[config.mk]
export PLATFORM = sky130hd
export DESIGN_NAME = adc_output_capture_ctrl
export DESIGN_NICKNAME = d
export VERILOG_FILES = /design/src/adc_capture_pkg.sv /design/src/adc_output_capture_ctrl.sv /design/src/sample_fifo.sv
export SDC_FILE = /design/constraint.sdc
export NUM_CORES = 1
export LEC_CHECK = 0
export ABC_AREA = 1
export BUFFER_PORTS_ARGS = -buffer_cell sky130_fd_sc_hd__buf_4
export CORE_ASPECT_RATIO = 1.75
export CORE_UTILIZATION = 34
export CTS_CLUSTER_SIZE = 12
export DETAILED_ROUTE_END_ITERATION = 6
export GPL_TIMING_DRIVEN = 0
export PLACE_DENSITY = 0.56
export REMOVE_ABC_BUFFERS = 1
export SYNTH_ARGS = -nofsm -noshare
export SYNTH_HDL_FRONTEND = slang
export SYNTH_SLANG_ARGS = --single-unit
[constraint.sdc]
create_clock -name clock_in -period 3 [get_ports clock_in]
set_input_delay 0.3 -clock clock_in [delete_from_list [all_inputs] [get_ports clock_in]]
set_output_delay 0.3 -clock clock_in [all_outputs]
set_load 0.005 [all_outputs]
[src/adc_capture_pkg.sv]
// Shared constants and types for the converter output capture block
package adc_capture_pkg;

	// ------------------------------------------------------------
	// Widths and depths
	// ------------------------------------------------------------
	localparam int WORD_WIDTH   = 10;
	localparam int ANALOG_WIDTH = 12;
	localparam int PIPE_DEPTH   = 6;
	localparam int FIFO_DEPTH   = 4;
	localparam int STAGE_COUNT  = PIPE_DEPTH - 1;

	// ------------------------------------------------------------
	// Timing
	// ------------------------------------------------------------
	localparam int CLOCK_PERIOD_NS   = 8;
	localparam int APERTURE_DELAY_NS = 2;
	localparam int APERTURE_RAW      =
		(APERTURE_DELAY_NS + CLOCK_PERIOD_NS - 1) / CLOCK_PERIOD_NS;
	localparam int APERTURE_CYCLES   = (APERTURE_RAW < 1) ? 1 : APERTURE_RAW;
	localparam int APERTURE_WIDTH    = 4;
	localparam logic [APERTURE_WIDTH-1:0] APERTURE_LOAD =
		APERTURE_WIDTH'(APERTURE_CYCLES);
	localparam logic [APERTURE_WIDTH-1:0] APERTURE_LAST = 4'h1;
	localparam logic [APERTURE_WIDTH-1:0] APERTURE_IDLE = 4'h0;

	// ------------------------------------------------------------
	// Analog full scale and output codes
	// ------------------------------------------------------------
	localparam logic signed [ANALOG_WIDTH-1:0] FULL_SCALE_POS = 12'sh1ff;
	localparam logic signed [ANALOG_WIDTH-1:0] FULL_SCALE_NEG = 12'she00;
	localparam logic [WORD_WIDTH-1:0] CODE_ALL_ZEROS = 10'h000;
	localparam logic [WORD_WIDTH-1:0] CODE_ALL_ONES  = 10'h3ff;
	localparam int SIGN_BIT = WORD_WIDTH - 1;

	// ------------------------------------------------------------
	// Types
	// ------------------------------------------------------------
	typedef struct packed {
		logic                  out_of_range;
		logic [WORD_WIDTH-1:0] word;
	} sample_type;

	localparam int SAMPLE_WIDTH = $bits(sample_type);
	localparam sample_type SAMPLE_RESET = '{1'b0, CODE_ALL_ZEROS};

	typedef struct packed {
		logic                            sclk_prev;
		logic [APERTURE_WIDTH-1:0]       aperture_cnt;
		sample_type                      held;
		logic                            held_valid;
		sample_type [STAGE_COUNT-1:0]    pipe;
		logic [STAGE_COUNT-1:0]          pipe_valid;
		sample_type                      out;
		logic                            out_valid;
		logic                            push;
	} capture_state_type;

	localparam capture_state_type STATE_RESET = '{
		sclk_prev:    1'b0,
		aperture_cnt: APERTURE_IDLE,
		held:         SAMPLE_RESET,
		held_valid:   1'b0,
		pipe:         '{default: SAMPLE_RESET},
		pipe_valid:   '0,
		out:          SAMPLE_RESET,
		out_valid:    1'b0,
		push:         1'b0
	};

endpackage : adc_capture_pkg

[src/adc_output_capture_ctrl.sv]
// Digital output side of a pipelined converter: sampling, latency, coding
`timescale 1ns/1ns
// Summary of operation
// - Code is offset binary: negative full scale zeros, positive ones
// - Word appears exactly six sample clock cycles after its sample
// - Sample taken one aperture delay after sample clock falling edge
// - Range flag high when input above or below full scale
// - Ten-bit parallel word, bit zero is least significant
// - Select high uses external reference, internal one powered down
// - Power-down input low powers down, high runs normally
module adc_output_capture_ctrl
	import adc_capture_pkg::*;
(
	input  wire logic                           clock_in,
	input  wire logic                           reset_n_in,
	input  wire logic                           sample_clock_in,
	input  wire logic signed [ANALOG_WIDTH-1:0] analog_level_in,
	input  wire logic                           reference_source_select_in,
	input  wire logic                           power_down_n_in,
	output logic             [WORD_WIDTH-1:0]   sample_word_bits_out,
	output logic                                range_exceeded_out,
	output logic                                word_valid_out,
	output logic                                internal_ref_enable_out,
	output logic                                external_ref_active_out,
	output logic             [SAMPLE_WIDTH-1:0] stream_data_out,
	output logic                                stream_valid_out,
	input  wire logic                           stream_ready_in,
	output logic                                buffer_ready_out
);

	localparam int AP_WAIT = APERTURE_CYCLES - 1;

	capture_state_type state_r;
	capture_state_type state_nxt;
	logic              fall_edge;
	logic              take;
	logic              fifo_in_ready;

	// ------------------------------------------------------------
	// Quantiser
	// ------------------------------------------------------------
	function automatic sample_type quantise(
		input logic signed [ANALOG_WIDTH-1:0] level);
		sample_type s;
		s.out_of_range = 1'b0;
		s.word         = CODE_ALL_ZEROS;
		if (level > FULL_SCALE_POS)
		begin
			s.out_of_range = 1'b1;
			s.word         = CODE_ALL_ONES;
		end
		else if (level < FULL_SCALE_NEG)
		begin
			s.out_of_range = 1'b1;
			s.word         = CODE_ALL_ZEROS;
		end
		else
		begin
			s.word = level[WORD_WIDTH-1:0];
			s.word[SIGN_BIT] = ~level[SIGN_BIT];
		end
		return s;
	endfunction : quantise

	// ------------------------------------------------------------
	// Sampling and pipeline
	// ------------------------------------------------------------
	assign fall_edge = state_r.sclk_prev && !sample_clock_in;
	assign take      = (state_r.aperture_cnt == APERTURE_LAST);

	always_comb
	begin
		state_nxt           = state_r;
		state_nxt.sclk_prev = sample_clock_in;
		state_nxt.push      = 1'b0;
		if (!power_down_n_in)
		begin
			state_nxt           = STATE_RESET;
			state_nxt.sclk_prev = sample_clock_in;
		end
		else
		begin
			if (state_r.aperture_cnt != APERTURE_IDLE)
				state_nxt.aperture_cnt = state_r.aperture_cnt - 1'b1;
			if (take)
			begin
				state_nxt.held       = quantise(analog_level_in);
				state_nxt.held_valid = 1'b1;
			end
			if (fall_edge)
			begin
				state_nxt.aperture_cnt = APERTURE_LOAD;
				state_nxt.pipe = {state_r.pipe[STAGE_COUNT-2:0],
					state_r.held};
				state_nxt.pipe_valid = {state_r.pipe_valid[STAGE_COUNT-2:0],
					state_r.held_valid};
				state_nxt.out       = state_r.pipe[STAGE_COUNT-1];
				state_nxt.out_valid = state_r.pipe_valid[STAGE_COUNT-1];
				state_nxt.push      = state_r.pipe_valid[STAGE_COUNT-1];
			end
		end
	end

	always_ff @(posedge clock_in)
	begin
		if (!reset_n_in)
			state_r <= STATE_RESET;
		else
			state_r <= state_nxt;
	end

	// ------------------------------------------------------------
	// Outputs
	// ------------------------------------------------------------
	assign sample_word_bits_out    = state_r.out.word;
	assign range_exceeded_out      = state_r.out.out_of_range;
	assign word_valid_out          = state_r.out_valid;
	assign internal_ref_enable_out =
		!reference_source_select_in && power_down_n_in;
	assign external_ref_active_out = reference_source_select_in;
	assign buffer_ready_out        = fifo_in_ready;

	// ------------------------------------------------------------
	// Output word buffer
	// ------------------------------------------------------------
	sample_fifo #(
		.WIDTH (SAMPLE_WIDTH),
		.DEPTH (FIFO_DEPTH)
	) sample_fifo_i (
		.clock_in      (clock_in),
		.reset_n_in    (reset_n_in),
		.in_data_in    (state_r.out),
		.in_valid_in   (state_r.push),
		.in_ready_out  (fifo_in_ready),
		.out_data_out  (stream_data_out),
		.out_valid_out (stream_valid_out),
		.out_ready_in  (stream_ready_in)
	);

	// ------------------------------------------------------------
	// Assertions
	// ------------------------------------------------------------
	property p_code_min;
		@(posedge clock_in) disable iff (!reset_n_in)
		take && power_down_n_in && analog_level_in < FULL_SCALE_NEG
		|=> state_r.held.word == CODE_ALL_ZEROS;
	endproperty
	a_code_min: assert property (p_code_min)
		else $error("Below scale input did not give all zeros");

	property p_code_max;
		@(posedge clock_in) disable iff (!reset_n_in)
		take && power_down_n_in && analog_level_in > FULL_SCALE_POS
		|=> state_r.held.word == CODE_ALL_ONES;
	endproperty
	a_code_max: assert property (p_code_max)
		else $error("Above scale input did not give all ones");

	property p_latency;
		@(posedge clock_in) disable iff (!reset_n_in)
		fall_edge && power_down_n_in
		|=> sample_word_bits_out == $past(state_r.pipe[STAGE_COUNT-1].word)
			&& word_valid_out == $past(state_r.pipe_valid[STAGE_COUNT-1]);
	endproperty
	a_latency: assert property (p_latency)
		else $error("Output word not from last pipeline stage");

	property p_aperture;
		@(posedge clock_in) disable iff (!reset_n_in)
		fall_edge && power_down_n_in
		##1 (power_down_n_in && !fall_edge) [*1]
		|-> ##AP_WAIT take;
	endproperty
	a_aperture: assert property (p_aperture)
		else $error("Sample not taken one aperture delay after edge");

	property p_range_flag;
		@(posedge clock_in) disable iff (!reset_n_in)
		take && power_down_n_in
		|=> state_r.held.out_of_range ==
			($past(analog_level_in) > FULL_SCALE_POS ||
			 $past(analog_level_in) < FULL_SCALE_NEG);
	endproperty
	a_range_flag: assert property (p_range_flag)
		else $error("Range flag disagrees with input level");

	property p_lsb;
		@(posedge clock_in) disable iff (!reset_n_in)
		take && power_down_n_in && !state_nxt.held.out_of_range
		|=> state_r.held.word[0] == $past(analog_level_in[0]);
	endproperty
	a_lsb: assert property (p_lsb)
		else $error("Least significant bit misplaced");

	property p_reference;
		@(posedge clock_in) disable iff (!reset_n_in)
		reference_source_select_in |-> !internal_ref_enable_out
			&& external_ref_active_out;
	endproperty
	a_reference: assert property (p_reference)
		else $error("Internal reference on while external selected");

	property p_power_down;
		@(posedge clock_in) disable iff (!reset_n_in)
		!power_down_n_in |=> !word_valid_out
			&& sample_word_bits_out == CODE_ALL_ZEROS && !state_r.push;
	endproperty
	a_power_down: assert property (p_power_down)
		else $error("Output active while powered down");

	property p_word_hold;
		@(posedge clock_in) disable iff (!reset_n_in)
		!fall_edge && power_down_n_in
		|=> $stable(sample_word_bits_out) && $stable(range_exceeded_out)
			&& $stable(word_valid_out);
	endproperty
	a_word_hold: assert property (p_word_hold)
		else $error("Output word changed between sample clock edges");

	property p_flag_latency;
		@(posedge clock_in) disable iff (!reset_n_in)
		fall_edge && power_down_n_in
		|=> range_exceeded_out
			== $past(state_r.pipe[STAGE_COUNT-1].out_of_range);
	endproperty
	a_flag_latency: assert property (p_flag_latency)
		else $error("Range flag not aligned with its output word");

endmodule : adc_output_capture_ctrl

[src/sample_fifo.sv]
// Small synchronous FIFO with valid and ready on both sides
`timescale 1ns/1ns
module sample_fifo
	import adc_capture_pkg::*;
#(
	parameter int WIDTH = SAMPLE_WIDTH,
	parameter int DEPTH = FIFO_DEPTH
)(
	input  wire logic             clock_in,
	input  wire logic             reset_n_in,
	input  wire logic [WIDTH-1:0] in_data_in,
	input  wire logic             in_valid_in,
	output logic                  in_ready_out,
	output logic      [WIDTH-1:0] out_data_out,
	output logic                  out_valid_out,
	input  wire logic             out_ready_in
);

	localparam int PTR_W = $clog2(DEPTH);
	localparam int CNT_W = $clog2(DEPTH + 1);
	localparam logic [CNT_W-1:0] FULL_COUNT = CNT_W'(DEPTH);
	localparam logic [PTR_W-1:0] LAST_PTR   = PTR_W'(DEPTH - 1);

	typedef struct packed {
		logic [DEPTH-1:0][WIDTH-1:0] mem;
		logic [PTR_W-1:0]            wr_ptr;
		logic [PTR_W-1:0]            rd_ptr;
		logic [CNT_W-1:0]            count;
	} fifo_state_type;

	fifo_state_type state_r;
	fifo_state_type state_nxt;
	logic           do_push;
	logic           do_pop;

	assign in_ready_out  = (state_r.count != FULL_COUNT);
	assign out_valid_out = (state_r.count != '0);
	assign out_data_out  = state_r.mem[state_r.rd_ptr];
	assign do_push       = in_valid_in && in_ready_out;
	assign do_pop        = out_valid_out && out_ready_in;

	always_comb
	begin
		state_nxt = state_r;
		if (do_push)
		begin
			state_nxt.mem[state_r.wr_ptr] = in_data_in;
			state_nxt.wr_ptr = (state_r.wr_ptr == LAST_PTR) ? '0
				: state_r.wr_ptr + 1'b1;
		end
		if (do_pop)
			state_nxt.rd_ptr = (state_r.rd_ptr == LAST_PTR) ? '0
				: state_r.rd_ptr + 1'b1;
		if (do_push && !do_pop)
			state_nxt.count = state_r.count + 1'b1;
		else if (do_pop && !do_push)
			state_nxt.count = state_r.count - 1'b1;
	end

	always_ff @(posedge clock_in)
	begin
		if (!reset_n_in)
			state_r <= '0;
		else
			state_r <= state_nxt;
	end

endmodule : sample_fifo

==> flow_metrics.env <==
export IMPL_drt_drc_violations_left=0
export IMPL_die_w_microns=100
export IMPL_r2r_cells=5
export IMPL_drv_cap=0
export IMPL_wire_per_inst_microns=10.8
export IMPL_path_max_fanout=17
export IMPL_tns_ns=0
export IMPL_final_cells=1012
export IMPL_worst_slew_pin_slew_ns=1.06
export IMPL_ys_seq_area_share_pct=48.9
export IMPL_numPortBuffers=44
export IMPL_r2r_end="state_r[67]$_SDFFE_PN0P_"
export IMPL_grt_pass1_vias=3975
export IMPL_overflow=0
export IMPL_path_class="reg2out"
export IMPL_synth_area_sq_um=5770
export IMPL_synth_most_common_cell="nand2_1"
export IMPL_synth_warnings=0
export IMPL_post_route_min_period_ns=2.71
export IMPL_cts_root_buf="clkbuf_16"
export IMPL_cts_buffer_depth=2
export IMPL_core_sq_um=16500
export IMPL_nets=803
export IMPL_ys_flop_type="dfxtp_1"
export IMPL_cts_sinks=141
export IMPL_post_cts_buffers=0
export IMPL_syn_avg_cell_area_sq_um=7.60
export IMPL_area_delta_synth_final_pct=16.5
export IMPL_antenna_found_initial=0
export IMPL_ant_nets=0
export IMPL_synth_common_cells="nand2_1, dfxtp_1, inv_1"
export IMPL_netlist_top_cells_area="dfxtp_1, nand2_1, inv_1"
export IMPL_pin_count=45
export IMPL_clkSlewWorstSetupHoldPaths_ns=0.06
export IMPL_max_freq_mhz=369
export IMPL_die_area_sq_um=17500
export IMPL_worst_skew_pair_late_latency_ns=0.41
export IMPL_dr_pass1_iters=4
export IMPL_grt_max_degree=65
export IMPL_crit_start="sample_fifo_i.state_r[3]$_SDFFE_PN0P_"
export IMPL_power_mw=4.90
export IMPL_finalClockSkew_ns=0.00919
export IMPL_ctsHoldBuffers=0
export IMPL_period_share_pct=90.2
export IMPL_setup_worst_path_end="stream_data_out[7]"
export IMPL_place_inst=979
export IMPL_powerDensity_nw_per_um2=729
export IMPL_antennaDiodeCount=0
export IMPL_hp_class="in2reg"
export IMPL_rr_startpoint="state_r[89]$_SDFF_PN0_"
export IMPL_vias_per_cell=4.32
export IMPL_grt_pass1_wl_mm=18.5
export IMPL_rsz0062_at_grt="no"
export IMPL_vias=4376
export IMPL_critical_path_required_ns=2.70
export IMPL_htreeDepth=4
export IMPL_track_usage_pct=13.3
export IMPL_fill_cells=1697
export IMPL_r2r_slack_ns=1.06
export IMPL_synthCells=759
export IMPL_post_dp_hpwl_mm=6.73
export IMPL_finalMaxSlewViolations=0
export IMPL_async_flop_share_pct=0
export IMPL_initial_core_util_pct=34.9
export IMPL_worst_setup_path_end_kind="output port"
export IMPL_synthDistinctLibCells=26
export IMPL_synth_edf_count=0
export IMPL_setup_viol=0
export IMPL_hold_viol_final=0
export IMPL_hold_start="sample_clock_in"
export IMPL_slew_headroom_pct=29.1
export IMPL_cp_start_kind="register"
export IMPL_drt_iter0_drc=181
export IMPL_drive_above_1_share_pct=11.9
export IMPL_arrival_ns=2.41
export IMPL_synth_top_area_cell="dfxtp_1"
export IMPL_synth_top_cell_area_share_pct=48.9
export IMPL_cts_buffers=17
export IMPL_rows=62
export IMPL_status="completed"
export IMPL_p_leak_nw=2.96
export IMPL_wirelength_mm=10.9
export IMPL_gp_congestion=0.719
export IMPL_peakVddDrop_mv=0.354
export IMPL_ys_ff_latch=141
export IMPL_dieHeight_microns=174
export IMPL_cts_tree="done"
==> cell families after synthesis <==
| group | count (synthesis) | share of synthesized area [%] |
|---|---|---|
| AO/OA/AOI/OAI | 144 | 14.2 |
| flip-flops | 141 | 48.9 |
| buffers and inverters | 174 | 14.4 |
| adder cells (fa/ha/maj) | 10 | 2.30 |
| XOR/XNOR | 2 | 0.304 |
| AND/OR/NAND/NOR | 288 | 19.9 |
==> worst max-delay path, cell delays in order (launching register included) <==
cell and delay, ns:
dfxtp_1 0.79, clkinvlp_4 0.53, o21ai_0 0.26, a21oi_1 0.06, a21oi_1 0.19, buf_4 0.15
==> layout make-up <==
| class | instances | area (sq um) | share of cell area, % |
|---|---|---|---|
| Multi-Input combinational cell | 444 | 2120 | 31.5 |
| Tap cell | 224 | 280 | 4.17 |
| Inverter | 126 | 478 | 7.11 |
| Clock inverter | 11 | 211 | 3.15 |
| Timing Repair Buffer | 44 | 330 | 4.92 |
| Clock buffer | 21 | 470 | 7.00 |
| Sequential cell | 141 | 2820 | 42.0 |
| Timing Repair inverter | 1 | 7.51 | 0.112 |
==> where the power goes <==
| part | switching [mW] | leakage (nW) | internal [mW] |
|---|---|---|---|
| sequential | 0.0511 | 1.14 | 1.91 |
| combinational | 0.337 | 1.49 | 0.214 |
| clock | 0.762 | 0.333 | 1.62 |
==> layer usage <==
metal  share of wire (%)  global-route usage (%)  vias up
li1                    -                       -     2389
met1                  46                    15.2     1913
met2                  50                    23.0       64
met3                 3.1                    3.38       10
met4                 1.5                    5.98        0
met5                   0                       0        -
==> flip-flops by register name, indices dropped and copies added (netlist names) <==
name and cells:
range_exceeded_out 1, sample_word_bits_out 10, state_r 78, word_valid_out 1, sample_fifo_i.state_r 51
==> through the flow <==
stage | hold slack [ns] | util [%] | worst slack [ns] | area (sq um)
5_1_grt | 0.0993 | 40.7 | 0.0470 | 6720
2_1_floorplan | 0.393 | - | 1.31 | 5420
3_5_place_dp | 0.452 | 36.5 | 0.512 | 6030
3_3_place_gp | 0.444 | 36.5 | 0.510 | 6030
4_1_cts | 0.0858 | 40.6 | 0.0666 | 6710
6_report | 0.104 | 40.7 | 0.294 | 6720
==> placed cells by master, fill, tap and decap left out <==
cell type,instances
nand2_4,2
dfxtp_1,141
clkinvlp_4,3
xnor2_1,2
nand3_2,1
a21oi_1,50
nand2_1,161
ha_1,9
clkinv_4,1
nor2_1,105
nor3_1,1
o21ai_0,33
bufinv_16,6
clkbuf_8,3
clkinv_2,4
clkbuf_1,1
nor2_8,1
o22ai_1,50
inv_1,122
fa_1,1
clkinv_1,1
nor2_4,1
nand3_1,16
o21ai_2,10
o21ai_1,1
clkbuf_16,17
buf_4,44
inv_2,1
==> what timing repair did <==
action                                 in CTS  in global routing
setup endpoints to repair                   0                 11
endpoints found under the hold margin       0                  0
gates resized for setup                     0                  2
==> how the worst min path moves through the flow <==
stage | slack, ns | to | depth (start not counted)
after detailed placement | 0.45 | state_r[83]$_SDFFE_PN0P_ | 2
after global routing | 0.1 | state_r[89]$_SDFF_PN0_ | 3
after global placement | 0.44 | state_r[83]$_SDFFE_PN0P_ | 2
after floorplan | 0.39 | state_r[89]$_SDFF_PN0_ | 2
final | 0.10 | state_r[89]$_SDFF_PN0_ | 3
after CTS | 0.09 | state_r[89]$_SDFF_PN0_ | 3
(Power assumes the default switching activity.)
